### config.mk
export PLATFORM = sky130hd
export DESIGN_NAME = qdac_two_wire_ctrl
export DESIGN_NICKNAME = d
export VERILOG_FILES = /design/src/include/qdac_pkg.sv /design/src/rtl/qdac_chan_bank.sv /design/src/rtl/qdac_pin_sync.sv /design/src/rtl/qdac_two_wire_ctrl.sv
export VERILOG_INCLUDE_DIRS = /design/src /design/src/include
export SDC_FILE = /design/constraint.sdc
export NUM_CORES = 1
export LEC_CHECK = 0
export ABC_AREA = 1
export BUFFER_PORTS_ARGS = -buffer_cell sky130_fd_sc_hd__buf_2
export CELL_PAD_IN_SITES_DETAIL_PLACEMENT = 0
export CELL_PAD_IN_SITES_GLOBAL_PLACEMENT = 2
export CORE_MARGIN = 1
export CORE_UTILIZATION = 37
export DETAILED_ROUTE_END_ITERATION = 8
export MAX_ROUTING_LAYER = met4
export PLACE_DENSITY = 0.87
export SYNTH_ARGS = -nofsm -noshare
export SYNTH_HDL_FRONTEND = slang
export SYNTH_SLANG_ARGS = --single-unit
### constraint.sdc
create_clock -name clk -period 2.24 [get_ports clk]
set_clock_uncertainty 0.1 [all_clocks]
set_input_delay 0.448 -clock clk [delete_from_list [all_inputs] [get_ports clk]]
set_output_delay 0.448 -clock clk [all_outputs]
set_load 0.1 [all_outputs]
### src/include/qdac_defines.svh
// constants of the quad dac two-wire control block
// assumes a single 50 MHz clk and an asynchronous active-low reset
//
// Function
// - reset clears input and output registers
// - slave only, serial clock never driven
// - address is 000110 plus select pin
// - start opens address byte with direction
// - acknowledge own address, else stay idle
// - nine clocks per byte, data while low
// - write: address, pointer, then data bytes
// - read: pointer write, restart, read address
// - bare read address reuses stored pointer
// - pointer low nibble selects channels
// - two bytes form word, high byte first
// - mode bits, clear bit13, load bit12
// - code left-justified from bit 11
// - clear low zeroes all inputs and output codes
// - load low updates outputs of fresh inputs
// - load high updates addressed inputs and power modes only
// - output code is straight unsigned binary
// - mode bits 15:14 select power-down kind
// - no single channel reads default word
// - load copies only freshly written inputs
// - acked read repeats same two bytes
`ifndef QDAC_DEFINES_SVH
`define QDAC_DEFINES_SVH

// ==========================================================
// addressing and bit positions
`define QDAC_ADDR_HI     6'h06
`define QDAC_BIT_PM_HI   15
`define QDAC_BIT_PM_LO   14
`define QDAC_BIT_CLEAR_N 13
`define QDAC_BIT_LOAD_N  12
`define QDAC_CODE_MSB    11

// ==========================================================
// reset values and bit counts
`define QDAC_RB_DEFAULT  16'h2000
`define QDAC_WORD_RST    16'h0000
`define QDAC_CODE_RST    12'h000
`define QDAC_PTR_RST     4'h0
`define QDAC_LAST_BIT    4'h7
`define QDAC_ACK_BIT     4'h8

`endif

### src/include/qdac_pkg.sv
// types of the quad dac two-wire control block
// uses no constant of qdac_defines.svh, its enum codes are literals
`default_nettype none
package qdac_pkg;

   // ==========================================================
   // protocol states
   typedef enum logic [4:0] {
      QDAC_IDLE = 5'h01,
      QDAC_ADDR = 5'h02,
      QDAC_PTR  = 5'h04,
      QDAC_DATA = 5'h08,
      QDAC_READ = 5'h10
   } qdac_state_t;

   // ==========================================================
   // output stage modes
   typedef enum logic [1:0] {
      QDAC_PM_NORMAL = 2'h0,
      QDAC_PM_1K     = 2'h1,
      QDAC_PM_100K   = 2'h2,
      QDAC_PM_HIZ    = 2'h3
   } qdac_pmode_t;

   // one channel as seen by the conversion stage
   typedef struct packed {
      qdac_pmode_t power_mode;
      logic [11:0] code;
   } qdac_chan_t;

   // line events found on the sampled bus
   typedef struct packed {
      logic start;
      logic stop;
      logic scl_rise;
      logic scl_fall;
      logic sda;
   } qdac_line_ev_t;

endpackage
`default_nettype wire

### src/rtl/qdac_chan_bank.sv
// input and output registers of the four channels
// assumes one-cycle write strobes from the bus sequencer
`timescale 1ns/100ps
`default_nettype none
`include "qdac_defines.svh"
module qdac_chan_bank
   import qdac_pkg::*;
(
   input  wire logic              clk,
   input  wire logic              rst_n,
   input  wire logic              wr_stb,
   input  wire logic [3:0]        wr_sel,
   input  wire logic [15:0]       wr_word,
   output logic [3:0][15:0]       in_words,
   output qdac_chan_t [3:0]       chan_out
);
   logic [3:0] dirty_ff;
   logic       clearing;
   logic       loading;

   // decode of the control bits of a finished word
   assign clearing = wr_stb & ~wr_word[`QDAC_BIT_CLEAR_N];
   assign loading  = wr_stb & wr_word[`QDAC_BIT_CLEAR_N]
                   & ~wr_word[`QDAC_BIT_LOAD_N];

   // ==========================================================
   // input registers and their fresh flags
   always_ff @(posedge clk or negedge rst_n) begin
      if (!rst_n) begin
         in_words <= {4{`QDAC_WORD_RST}};
         dirty_ff <= 4'h0;
      end else if (clearing) begin
         in_words <= {4{`QDAC_WORD_RST}};
         dirty_ff <= 4'h0;
      end else if (wr_stb) begin
         for (int i = 0; i < 4; i++) begin
            if (wr_sel[i]) begin
               in_words[i] <= wr_word;
            end
         end
         dirty_ff <= loading ? 4'h0 : (dirty_ff | wr_sel);
      end
   end

   // ==========================================================
   // output registers: codes loaded only from fresh inputs, power modes on each write
   always_ff @(posedge clk or negedge rst_n) begin
      if (!rst_n) begin
         for (int i = 0; i < 4; i++) begin
            chan_out[i].code       <= `QDAC_CODE_RST;
            chan_out[i].power_mode <= QDAC_PM_NORMAL;
         end
      end else if (wr_stb) begin
         for (int i = 0; i < 4; i++) begin
            if (wr_sel[i]) begin
               chan_out[i].power_mode <= qdac_pmode_t'(
                  wr_word[`QDAC_BIT_PM_HI:`QDAC_BIT_PM_LO]);
            end
            if (clearing) begin
               chan_out[i].code <= `QDAC_CODE_RST;
            end else if (loading && (dirty_ff[i] || wr_sel[i])) begin
               chan_out[i].code <= wr_sel[i] ? wr_word[`QDAC_CODE_MSB:0]
                                             : in_words[i][`QDAC_CODE_MSB:0];
            end
         end
      end
   end
endmodule
`default_nettype wire

### src/rtl/qdac_pin_sync.sv
// two-flop synchroniser for the bus pins
// assumes asynchronous pin levels and one clk domain
`timescale 1ns/100ps
`default_nettype none
module qdac_pin_sync #(
   parameter int WIDTH = 3
) (
   input  wire logic             clk,
   input  wire logic             rst_n,
   input  wire logic [WIDTH-1:0] d,
   output logic      [WIDTH-1:0] q
);
   logic [WIDTH-1:0] meta_ff;

   // ==========================================================
   // first stage only feeds the second
   always_ff @(posedge clk or negedge rst_n) begin
      if (!rst_n) begin
         meta_ff <= '1;
         q       <= '1;
      end else begin
         meta_ff <= d;
         q       <= meta_ff;
      end
   end
endmodule
`default_nettype wire

### src/rtl/qdac_two_wire_ctrl.sv
// two-wire slave front end of the quad dac
// holds pin sampling, line events, the byte sequencer
// and the capture of pointer and data words
// assumes scl, sda and the select pin are asynchronous
// and that sda is an open-drain wire resolved outside
`timescale 1ns/100ps
`default_nettype none
`include "qdac_defines.svh"
module qdac_two_wire_ctrl
   import qdac_pkg::*;
(
   input  wire logic        clk,
   input  wire logic        rst_n,
   input  wire logic        scl_pin,
   input  wire logic        sda_in,
   input  wire logic        address_select_pin,
   output logic             sda_out,
   output logic             sda_oe_n,
   output qdac_chan_t [3:0] chan_out
);

   // ==========================================================
   // helpers

   // own address check on a received address byte
   function automatic logic addr_match(input logic [7:0] b,
                                       input logic       sel);
      addr_match = (b[7:1] == {`QDAC_ADDR_HI, sel});
   endfunction

   // serial bit of the readback word, high byte first
   // idx 0 is the high byte, cnt 0 the msb of a byte
   function automatic logic tx_bit(input logic [15:0] w,
                                   input logic        idx,
                                   input logic [2:0]  cnt);
      tx_bit = w[{~idx, ~cnt}];
   endfunction

   // ==========================================================
   // declarations
   logic [2:0]       pin_s;
   logic             scl_s;
   logic             sda_s;
   logic             sel_s;
   logic             scl_d_ff;
   logic             sda_d_ff;
   qdac_line_ev_t    ev;
   qdac_state_t      state_ff;
   logic [3:0]       bit_cnt_ff;
   logic             byte_idx_ff;
   logic             go_read_ff;
   logic             nack_ff;
   logic [7:0]       shreg_ff;
   logic [7:0]       hi_byte_ff;
   logic [3:0]       ptr_ff;
   logic [15:0]      tx_word_ff;
   logic             wr_stb_ff;
   logic [15:0]      wr_word_ff;
   logic [3:0][15:0] in_words;
   logic [15:0]      rb_word;
   logic             byte_ok;
   logic             byte_end;
   logic             ack_end;
   logic             skip_fall_ff;

   // ==========================================================
   // pin sampling and line events

   // pins pass two flops before any logic
   // the select strap is synced too, it is read at byte end
   qdac_pin_sync #(
      .WIDTH (3)
   ) u_sync (
      .clk   (clk),
      .rst_n (rst_n),
      .d     ({address_select_pin, scl_pin, sda_in}),
      .q     (pin_s)
   );

   assign sel_s = pin_s[2];
   assign scl_s = pin_s[1];
   assign sda_s = pin_s[0];

   // delayed copies for edge finding
   // reset to the idle level so no false edge follows reset
   always_ff @(posedge clk or negedge rst_n) begin
      if (!rst_n) begin
         scl_d_ff <= 1'b1;
         sda_d_ff <= 1'b1;
      end else begin
         scl_d_ff <= scl_s;
         sda_d_ff <= sda_s;
      end
   end

   // start and stop are sda edges while scl stays high
   always_comb begin
      ev.start    = scl_s & scl_d_ff & sda_d_ff & ~sda_s;
      ev.stop     = scl_s & scl_d_ff & ~sda_d_ff & sda_s;
      ev.scl_rise = scl_s & ~scl_d_ff;
      ev.scl_fall = ~scl_s & scl_d_ff;
      ev.sda      = sda_s;
   end

   // the scl fall that closes a start is not a data bit:
   // counting it would end every byte one bit early
   always_ff @(posedge clk or negedge rst_n) begin
      if (!rst_n) begin
         skip_fall_ff <= 1'b0;
      end else if (ev.start) begin
         skip_fall_ff <= 1'b1;
      end else if (ev.scl_fall) begin
         skip_fall_ff <= 1'b0;
      end
   end

   // ==========================================================
   // byte boundaries and acknowledge decision

   // a fall masked after a start never closes a byte
   assign byte_end = ev.scl_fall && !skip_fall_ff
                     && (bit_cnt_ff == `QDAC_LAST_BIT);
   assign ack_end  = ev.scl_fall && !skip_fall_ff
                     && (bit_cnt_ff == `QDAC_ACK_BIT);

   // only the address byte can be refused
   always_comb begin
      byte_ok = 1'b1;
      if (state_ff == QDAC_ADDR) begin
         byte_ok = addr_match(shreg_ff, sel_s);
      end
   end

   // readback word for the stored pointer
   // an empty or multi-channel pointer reads the default
   always_comb begin
      unique case (ptr_ff)
         4'h1:    rb_word = in_words[0];
         4'h2:    rb_word = in_words[1];
         4'h4:    rb_word = in_words[2];
         4'h8:    rb_word = in_words[3];
         default: rb_word = `QDAC_RB_DEFAULT;
      endcase
   end

   // ==========================================================
   // protocol sequencer; sda is only changed on scl falls
   // stop and start win over everything, so a cut frame
   // always leaves the sequencer idle or at a fresh address;
   // sda moves about three clocks after the pin fall, well
   // inside the low half of the bus clock
   always_ff @(posedge clk or negedge rst_n) begin
      if (!rst_n) begin
         state_ff    <= QDAC_IDLE;
         bit_cnt_ff  <= 4'h0;
         byte_idx_ff <= 1'b0;
         go_read_ff  <= 1'b0;
         nack_ff     <= 1'b0;
         sda_oe_n    <= 1'b1;
      end else if (ev.stop) begin
         state_ff    <= QDAC_IDLE;
         bit_cnt_ff  <= 4'h0;
         byte_idx_ff <= 1'b0;
         sda_oe_n    <= 1'b1;
      end else if (ev.start) begin
         state_ff    <= QDAC_ADDR;
         bit_cnt_ff  <= 4'h0;
         byte_idx_ff <= 1'b0;
         sda_oe_n    <= 1'b1;
      end else if (ev.scl_rise && state_ff == QDAC_READ
                   && bit_cnt_ff == `QDAC_ACK_BIT) begin
         nack_ff <= ev.sda;
      end else if (ev.scl_fall && !skip_fall_ff && state_ff != QDAC_IDLE) begin
         if (byte_end) begin
            // eighth bit done: open the acknowledge slot
            bit_cnt_ff <= `QDAC_ACK_BIT;
            if (state_ff == QDAC_ADDR) begin
               go_read_ff <= shreg_ff[0];
            end
            if (state_ff == QDAC_READ) begin
               sda_oe_n <= 1'b1;
            end else if (byte_ok) begin
               sda_oe_n <= 1'b0;
            end else begin
               // foreign address: stay off the bus until a start
               state_ff <= QDAC_IDLE;
            end
         end else if (ack_end) begin
            bit_cnt_ff <= 4'h0;
            unique case (state_ff)
               QDAC_ADDR: begin
                  byte_idx_ff <= 1'b0;
                  if (go_read_ff) begin
                     state_ff <= QDAC_READ;
                     sda_oe_n <= tx_bit(rb_word, 1'b0, 3'h0);
                  end else begin
                     state_ff <= QDAC_PTR;
                     sda_oe_n <= 1'b1;
                  end
               end
               QDAC_PTR: begin
                  state_ff    <= QDAC_DATA;
                  byte_idx_ff <= 1'b0;
                  sda_oe_n    <= 1'b1;
               end
               QDAC_DATA: begin
                  byte_idx_ff <= ~byte_idx_ff;
                  sda_oe_n    <= 1'b1;
               end
               // master ack repeats the word, nack ends the read
               QDAC_READ: begin
                  if (nack_ff) begin
                     state_ff <= QDAC_IDLE;
                     sda_oe_n <= 1'b1;
                  end else begin
                     byte_idx_ff <= ~byte_idx_ff;
                     sda_oe_n    <= tx_bit(tx_word_ff, ~byte_idx_ff, 3'h0);
                  end
               end
               QDAC_IDLE: begin
                  sda_oe_n <= 1'b1;
               end
            endcase
         end else begin
            // next data bit of the byte
            bit_cnt_ff <= bit_cnt_ff + 4'h1;
            if (state_ff == QDAC_READ) begin
               sda_oe_n <= tx_bit(tx_word_ff, byte_idx_ff,
                                  bit_cnt_ff[2:0] + 3'h1);
            end
         end
      end
   end

   // the pin is open drain: only ever pulled low
   // so the enable alone moves the line
   always_ff @(posedge clk or negedge rst_n) begin
      if (!rst_n) begin
         sda_out <= 1'b0;
      end else begin
         sda_out <= 1'b0;
      end
   end

   // ==========================================================
   // receive shifter, msb first on scl rises
   always_ff @(posedge clk or negedge rst_n) begin
      if (!rst_n) begin
         shreg_ff <= 8'h00;
      end else if (ev.scl_rise && bit_cnt_ff < `QDAC_ACK_BIT
                   && state_ff != QDAC_IDLE
                   && state_ff != QDAC_READ) begin
         shreg_ff <= {shreg_ff[6:0], ev.sda};
      end
   end

   // readback word captured as the read address is acked
   // so a repeated word can never be torn mid-read
   always_ff @(posedge clk or negedge rst_n) begin
      if (!rst_n) begin
         tx_word_ff <= `QDAC_RB_DEFAULT;
      end else if (ack_end && state_ff == QDAC_ADDR && go_read_ff) begin
         tx_word_ff <= rb_word;
      end
   end

   // ==========================================================
   // pointer and data word capture
   // the strobe lasts one clock and only follows a second byte
   always_ff @(posedge clk or negedge rst_n) begin
      if (!rst_n) begin
         ptr_ff     <= `QDAC_PTR_RST;
         hi_byte_ff <= 8'h00;
         wr_word_ff <= `QDAC_WORD_RST;
         wr_stb_ff  <= 1'b0;
      end else begin
         wr_stb_ff <= 1'b0;
         if (byte_end && state_ff == QDAC_PTR) begin
            ptr_ff <= shreg_ff[3:0];
         end
         if (byte_end && state_ff == QDAC_DATA) begin
            if (!byte_idx_ff) begin
               hi_byte_ff <= shreg_ff;
            end else begin
               wr_word_ff <= {hi_byte_ff, shreg_ff};
               wr_stb_ff  <= 1'b1;
            end
         end
      end
   end

   // ==========================================================
   // channel register bank
   qdac_chan_bank u_bank (
      .clk      (clk),
      .rst_n    (rst_n),
      .wr_stb   (wr_stb_ff),
      .wr_sel   (ptr_ff),
      .wr_word  (wr_word_ff),
      .in_words (in_words),
      .chan_out (chan_out)
   );

endmodule
`default_nettype wire

==> impl_metrics.ini, run 1 <==
[cells_and_area]
multiInputGateArea_um2 = 3336
nNetsFinal = 1121
area.growth.synth_to_final_pct = 15.58
final_cell_mix = 218 x nand2_1, 188 x dfrtp_1, 161 x o21ai_0
n_antenna_cell = 0
fillers = 2379
register_area_um2 = 4994
final_common_cell = nand2_1
utilization_pct = 44.20
drive_gt1_share_pct = 15.08

[floorplanning]
die_w_um = 158.7
die_area_um2 = 25180
die_height_um = 158.7
ioPinCount = 63
num_rows = 56
initial_utilization_pct = 38.24
design.core.area_um2 = 23750

[logic_synthesis]
yosys_warnings = 0
synthCells = 1044
yosys_most_used_dff = dfrtp_1
ys_seq_area_share_pct = 54.97
yosys-top-cells-area = dfrtp_1 52%, nand2_1 9.0%, o21ai_0 8.9%, inv_1 5.2%, o22ai_1 4.3%
synthesis.area_um2 = 9084
async_flop_share_pct = 100.0
synth-edff-count = 0
synth_top_area_cell = dfrtp_1
netlist-cell-type-count = 42
synth_top_area_share_pct = 51.79
synth_nets = 1051
syn_area_per_cell_um2 = 8.701
synth_seq_cells = 199

[clock_tree]
htree_num_levels = 4
cts_sinks = 199
clk_pin_slew_ps = 80
cts_tree = yes
cts-buffers-inserted = 17
cts_resized = 0
clock_path_buffers = 2
root_buffer = clkbuf_16
clk_latency_ps = 440

[worst_setup_path]
r2r_cells = 9
rrSetupSlack_ps = 260
cp_data_arrival_time_ps = 2210
startpoint = bit_cnt_ff[0]
path_max_fanout = 31
critPathKind = reg2reg
cp-start-kind = flop
cp-end-kind = flop
crit_path_end = wr_word_ff[12]
regToRegEndpoint = wr_word_ff[12]
rr_startpoint = bit_cnt_ff[0]
required_ps = 2480

[pwr]
internal-power_mw = 5.455
p_switching_mw = 2.259
p_clk_share_pct = 40.3
swShare_pct = 29.28
p_leak_nw = 4.944
irDropWorstVdd_mv = 0.3745
power.total_mw = 7.714
p_comb_share_pct = 10.3
p_seq_share_pct = 49.4
p_per_area_nw_per_um2 = 734.7

[status]
status = completed

[global_routing]
grt_pass1_vias = 7023
antenna_found_initial = 0
grt_pass1_wl_um = 40750
grt_max_degree = 53
grt-ovfl-total = 0
grt_util_all_layers_pct = 22.47

[detailed_routing]
antenna_left = 0
drt_wl_total_um = 26090
firstDrtPassIters = 5
drt_iter0_drc = 674
avgRoutedWirePerCell_um = 18.04
vias_per_cell = 5.106
vias = 7383
drc = 0

[sta]
slew_violations = 0
hold_viol = 0
final.min_clock_period_ps = 1978
finalSetupTns_ps = 0
period_share_pct = 88.30
hold_slack_ps = 257.5
worst_pin_slew_ps = 624.4
max-slew-margin-rel_pct = 58.27
rsz0062_at_grt = false
max_freq_mhz = 505.6
setup_ws_ps = 262.1
setup_violations = 0

[place]
gp_congestion = 0.9584
hpwlAfterDp_um = 18880
numPortBuffers = 61
place_ws_ps = 269.2

[job]
cap_viol_max_count = 0

[hold_path]
hp-class = reg2reg
==> how the worst min path moves through the flow <==
stage                     to               from  depth (start not counted)  slack (ps)
4_1_cts          u_sync.q[1]  u_sync.meta_ff[1]                          0         260
6_report         u_sync.q[0]  u_sync.meta_ff[0]                          0         260
5_1_grt          u_sync.q[1]  u_sync.meta_ff[1]                          0         260
2_1_floorplan  bit_cnt_ff[0]              rst_n                          0          50
3_3_place_gp     u_sync.q[1]  u_sync.meta_ff[1]                          0         250
3_5_place_dp     u_sync.q[1]  u_sync.meta_ff[1]                          0         250
==> area by class of cell <==
| cell class | count | area share (%) |
|---|---|---|
| inverter | 132 | 4.767 |
| timing repair buffer | 98 | 6.328 |
| tap | 319 | 3.802 |
| sequential | 199 | 47.56 |
| clock buffer | 17 | 4.052 |
| multi-input combinational | 666 | 31.77 |
| clock inverter | 15 | 1.716 |
==> flip-flops by register name, summed over array words and instances, names as in the netlist, 5 cells and up <==
signal           cells
u_bank.chan_out     56
tx_word_ff          16
wr_word_ff          16
state_ff             5
hi_byte_ff           8
shreg_ff             8
u_bank.in_words     64
==> timing repair <==
action | CTS | global route
setup buffers | 0 | 0
endpoints found under the hold margin | 50 | 0
hold buffers | 4 | 0
==> kinds of logic (layout without fill, tap and decap cells) <==
family,count (synthesis),after routing,share of synthesized area [%]
adder cells (fa/ha/maj),2,2,0.2754
buffers and inverters,179,262,8.306
XOR/XNOR,3,3,0.2893
AO/OA/AOI/OAI,294,294,17.99
other,1,1,0.04128
flip-flops,199,199,54.97
AND/OR/NAND/NOR,366,366,18.13
==> cell usage after synthesis, types with 5 or more instances <==
cell type / instances
nand2_1: 218
dfrtp_1: 188
o21ai_0: 161
inv_1: 127
o22ai_1: 62
nand3_1: 61
nor2_1: 56
a21oi_1: 31
o21a_1: 23
buf_2: 20
clkbuf_1: 14
dfstp_2: 11
o21ai_1: 10
buf_4: 5
nand4_1: 5
==> per-layer routing <==
layer  part of all wire, %  global-route usage [%]  wire [um]  up-vias
met5                     0                       -          0        -
met4                   3.8                   9.890        982        0
met3                   4.2                   2.940       1100       41
met2                    44                   33.60      11470      225
met1                    48                   30.49      12540     3515
li1                      -                       -          -     3602
==> power groups by stage <==
| stage | clock network (mW) | registers [mW] | logic (mW) |
|---|---|---|---|
| after floorplan | 0 | 3.91 | 0.496 |
| after global placement | 0 | 3.87 | 0.790 |
| after detailed placement | 0 | 3.88 | 0.791 |
| after CTS | 3.18 | 3.81 | 0.801 |
| after global routing | 3.33 | 3.83 | 0.897 |
| final | 3.11 | 3.81 | 0.793 |
==> per-stage QoR <==
stage	cells	instance area, um^2
2_1_floorplan	1044	9084
3_5_place_dp	1410	9853
5_1_grt	1446	10500
6_report	1446	10500
3_3_place_gp	1410	9853
4_1_cts	1446	10500
==> worst max-delay path: stages (launching register included) <==
cell	delay [ps]
dfrtp_1	430
ha_1	260
nand3_2	150
nor2_8	210
inv_6	70
nor3_4	100
buf_4	310
inv_1	110
nand2_1	70
nand2_1	40
(Power assumes the default switching activity.)
==> inputs of run 2 (changes only) <==
Settings changed: GPL_TIMING_DRIVEN from default to 0, RECOVER_POWER from default to 100.
==> impl_metrics.ini, run 2 (synthesis gave the netlist of run 1 again) <==
[status]
status = completed

[worst_setup_path]
rr_startpoint = ptr_ff[2]
crit_chain = inv_2, nor2_1, nand2_1, clkbuf_4, o22ai_1, o21ai_0, o21ai_0
crit_buf_inv = 2
startpoint = ptr_ff[2]
cp_data_arrival_time_ps = 2360
path_max_fanout = 10
rrSetupSlack_ps = 80
critPathKind = reg2reg
regToRegEndpoint = tx_word_ff[0]
crit_top_cell = o21ai_0
path_delay_family = compound AO/OA/AOI/OAI gates
cp-end-kind = flop
r2r_cells = 7
required_ps = 2440
crit_slowest_cell = dfrtp_1
critPathMaxStageDelay_ps = 470
cp-start-kind = flop

[cells_and_area]
top_register = u_bank.in_words
area.growth.synth_to_final_pct = 14.66
nNetsFinal = 1138
n_antenna_cell = 0
fillers = 2440
final_cell_mix = 217 x nand2_1, 188 x dfrtp_1, 165 x o21ai_0
reg_top3 = u_bank.in_words x64, u_bank.chan_out x56
largest_register_ffs = 64
final_common_cell = nand2_1
instances_no_fill = 1463
drive_gt1_share_pct = 14.25

[global_routing]
grt_max_degree = 109
antenna_found_initial = 0
grt-ovfl-total = 0
grt_pass1_vias = 7398
grt_pass1_wl_um = 42080
grt_util_all_layers_pct = 23.37

[floorplanning]
design.core.area_um2 = 23750
die_w_um = 158.7
initial_utilization_pct = 38.24
die_area_um2 = 25180
ioPinCount = 63
die_height_um = 158.7
num_rows = 56

[hold_path]
hp-class = reg2reg
hold-path-cell-count = 0
hold_end = u_sync.q[2]
min_from = u_sync.meta_ff[2]

[sta]
hold_viol = 0
final.min_clock_period_ps = 2163
slew_violations = 0
period_share_pct = 96.57
max_freq_mhz = 462.3
setup_violations = 0
hold_slack_ps = 258.6
setup_ws_ps = 76.78
worst_pin_slew_ps = 824.8
finalSetupTns_ps = 0
max-slew-margin-rel_pct = 45.02

[place]
dp.cells = 1425
hpwlAfterDp_um = 19730
place_ws_ps = 27.74
gp_congestion = 0.9564
numPortBuffers = 61

[detailed_routing]
avgRoutedWirePerCell_um = 18.46
firstDrtPassIters = 5
drt_wl_total_um = 27000
drt_iter0_drc = 628
vias_per_cell = 5.160
vias = 7549
antenna_left = 0
wl_met1_um = 12840
drc = 0
wl_met2_um = 11730
route.met3.wl_um = 1381
top_layer_used = met4

[clock_tree]
root_buffer = clkbuf_16
clk_latency_ps = 440
cts-buffers-inserted = 17
clock_path_buffers = 2
cts_tree = yes
htree_num_levels = 4
clk_pin_slew_ps = 70
cts_sinks = 199

[job]
cap_viol_max_count = 0

[pwr]
internal-power_mw = 5.528
irDropWorstVdd_mv = 0.4399
p_switching_mw = 2.080
p_seq_share_pct = 50.0
swShare_pct = 27.34
p_per_area_nw_per_um2 = 730.5
p_comb_share_pct = 10.0
p_leak_nw = 4.870
power.total_mw = 7.608
p_clk_share_pct = 40.0
-- run 2: cell count changes in the layout (fill, tap and decap cells not counted), moves of 5 or more --
cell / before / now
clkinv_8: 6 / 0
buf_2: 60 / 13
clkbuf_2: 0 / 67
clkbuf_1: 0 / 19
buf_4: 28 / 5
buf_12: 5 / 0
-- run 2: metal layers --
layer  vias to the layer above  GRT usage (%)
li1                       3631              -
met1                      3618          31.53
met2                       243          34.92
met3                        57          3.293
met4                         0          10.44
met5                         -              -
-- run 2: through the flow --
step	area (um^2)	utilization, %
global placement	9788	41.21
floorplan	9084	-
global route	10420	43.85
detailed placement	9826	41.37
CTS	10440	43.97
finish	10420	43.85
-- run 2: timing repair --
| item | 4_1_cts | 5_1_grt |
|---|---|---|
| setup endpoints to repair | 0 | 13 |
| setup buffers | 0 | 2 |
| endpoints found under the hold margin | 91 | 0 |
| gates resized for setup | 0 | 5 |
| hold buffers | 4 | 0 |
-- run 2: power by group through the flow --
| stage | logic (mW) | clock network [mW] | registers, mW |
|---|---|---|---|
| 3_3_place_gp | 0.769 | 0 | 3.88 |
| 6_report | 0.760 | 3.04 | 3.81 |
| 2_1_floorplan | 0.496 | 0 | 3.91 |
| 4_1_cts | 0.788 | 3.12 | 3.81 |
| 5_1_grt | 0.876 | 3.23 | 3.82 |
| 3_5_place_dp | 0.779 | 0 | 3.88 |
-- run 2: layout make-up --
type                       instances  area, um^2  area share, %
timing repair buffer              68       385.4          3.700
clock inverter                     9       80.08         0.7689
multi-input combinational        666        3316          31.84
buffer                            47       242.7          2.331
clock buffer                      23       498.0          4.781
tap                              319       399.1          3.832
inverter                         132       500.5          4.805
sequential                       199        4994          47.95
-- run 2: worst max path at each step --
stage / to / slack, ps / depth (start not counted)
3_3_place_gp: shreg_ff[7] / -2830 / 1
3_5_place_dp: tx_word_ff[10] / 30 / 9
6_report: tx_word_ff[0] / 80 / 7
5_1_grt: tx_word_ff[7] / -9 / 10
4_1_cts: tx_word_ff[2] / 9 / 9
2_1_floorplan: state_ff[1] / 520 / 10
==> inputs of run 3 (changes only) <==
Settings changed: CORE_MARGIN 1 to default, PLACE_DENSITY 0.87 to default, PLACE_DENSITY_LB_ADDON from default to 0.1, SKIP_CTS_REPAIR_TIMING from default to 1.
==> impl_metrics.ini, run 3 (synthesis gave the netlist of run 1 again) <==
[status]
status = completed

[cells_and_area]
drive_gt1_share_pct = 13.80
nNetsFinal = 1139
top_register = u_bank.in_words
instances_no_fill = 1464
n_antenna_cell = 0
final_cell_mix = 218 x nand2_1, 188 x dfrtp_1, 163 x o21ai_0
area.growth.synth_to_final_pct = 15.19
final_common_cell = nand2_1
reg_top3 = u_bank.in_words x64, u_bank.chan_out x56
largest_register_ffs = 64
multiInputGateArea_um2 = 3314
register_area_um2 = 4994
fillers = 2439

[sta]
worst_pin_slew_ps = 895.1
period_share_pct = 97.53
rsz0062_at_grt = false
hold_viol = 0
slew_violations = 0
setup_ws_ps = 55.37
final.min_clock_period_ps = 2185
setup_violations = 0
finalSetupTns_ps = 0
max_freq_mhz = 457.7
max-slew-margin-rel_pct = 40.32

[floorplanning]
num_rows = 56
design.core.area_um2 = 23750
die_height_um = 158.7
die_w_um = 158.7
die_area_um2 = 25180
initial_utilization_pct = 38.24
ioPinCount = 63

[worst_setup_path]
crit_buf_inv = 2
path_max_fanout = 10
required_ps = 2510
critPathMaxStageDelay_ps = 370
cp_data_arrival_time_ps = 2450
crit_slowest_cell = dfrtp_1
cp-end-kind = flop
critPathKind = reg2reg
path_delay_family = compound AO/OA/AOI/OAI gates
crit_chain = buf_2, nor2_2, nand2_1, buf_2, o22ai_1, o21ai_0, o21ai_0
cp-start-kind = flop

[global_routing]
grt-ovfl-total = 0
grt_pass1_vias = 7298
grt_max_degree = 112
antenna_found_initial = 0
grt_pass1_wl_um = 43520
grt_util_all_layers_pct = 24.49

[pwr]
irDropWorstVdd_mv = 0.4656
p_clk_share_pct = 42.0
p_seq_share_pct = 48.2
p_comb_share_pct = 9.8
internal-power_mw = 5.724
p_per_area_nw_per_um2 = 753.9
p_switching_mw = 2.165
p_leak_nw = 4.864
swShare_pct = 27.44

[clock_tree]
cts_tree = yes
root_buffer = clkbuf_16
clock_path_buffers = 2
htree_num_levels = 4
cts-buffers-inserted = 17
clk_pin_slew_ps = 80
clk_latency_ps = 450
cts_sinks = 199

[detailed_routing]
drt_iter0_drc = 698
drc = 0
antenna_left = 0
vias_per_cell = 5.078
vias = 7434
firstDrtPassIters = 5
avgRoutedWirePerCell_um = 19.27
drt_wl_total_um = 28210

[place]
hpwlAfterDp_um = 20690
numPortBuffers = 61
place_ws_ps = -47.88
dp.cells = 1425
gp_congestion = 0.9449

[hold_path]
hp-class = reg2reg

[job]
cap_viol_max_count = 0
run 3: area by class of cell:
class | instances | area share (%)
Buffer | 47 | 2.284
Clock buffer | 18 | 4.101
Clock inverter | 14 | 1.794
Inverter | 132 | 4.735
Multi-Input combinational cell | 666 | 31.68
Sequential cell | 199 | 47.72
Tap cell | 319 | 3.814
Timing Repair Buffer | 69 | 3.874
run 3: worst paths after layout:
check / startpoint / to / slack, ps / depth (start not counted)
worst max-delay path: ptr_ff[3] / tx_word_ff[6] / 60 / 7
worst min-delay path: u_sync.meta_ff[2] / u_sync.q[2] / 260 / 0
worst max register to register: ptr_ff[3] / tx_word_ff[6] / 60 / 7
worst min register to register: u_sync.meta_ff[2] / u_sync.q[2] / 260 / 0
max in group asynchronous: rst_n / wr_word_ff[2] / 290 / 3
min in group asynchronous: rst_n / u_bank.chan_out[11] / 440 / 2
run 3: routing by layer:
| layer | GRT usage [%] | vias to the layer above | share of wire (%) |
|---|---|---|---|
| li1 | - | 3639 | - |
| met1 | 33.85 | 3577 | 49 |
| met2 | 36.65 | 173 | 45 |
| met3 | 3.674 | 45 | 3.6 |
| met4 | 8.242 | 0 | 2.7 |
| met5 | - | - | 0 |
run 3: power groups by stage:
stage	sequential, mW	combinational (mW)	clock [mW]
final	3.80	0.773	3.31
after global placement	3.88	0.776	0
after detailed placement	3.87	0.781	0
after CTS	3.80	0.786	3.34
after floorplan	3.91	0.496	0
after global routing	3.82	0.878	3.52
run 3: per-stage QoR:
stage	total power, mW	util, %	area, um^2	hold WS, ps
floorplan	4.406	-	9084	52.41
global placement	4.654	41.21	9788	245.4
detailed placement	4.655	41.37	9826	247.2
CTS	7.934	43.96	10440	-73.40
global route	8.213	44.05	10460	261.3
finish	7.889	44.05	10460	257.7
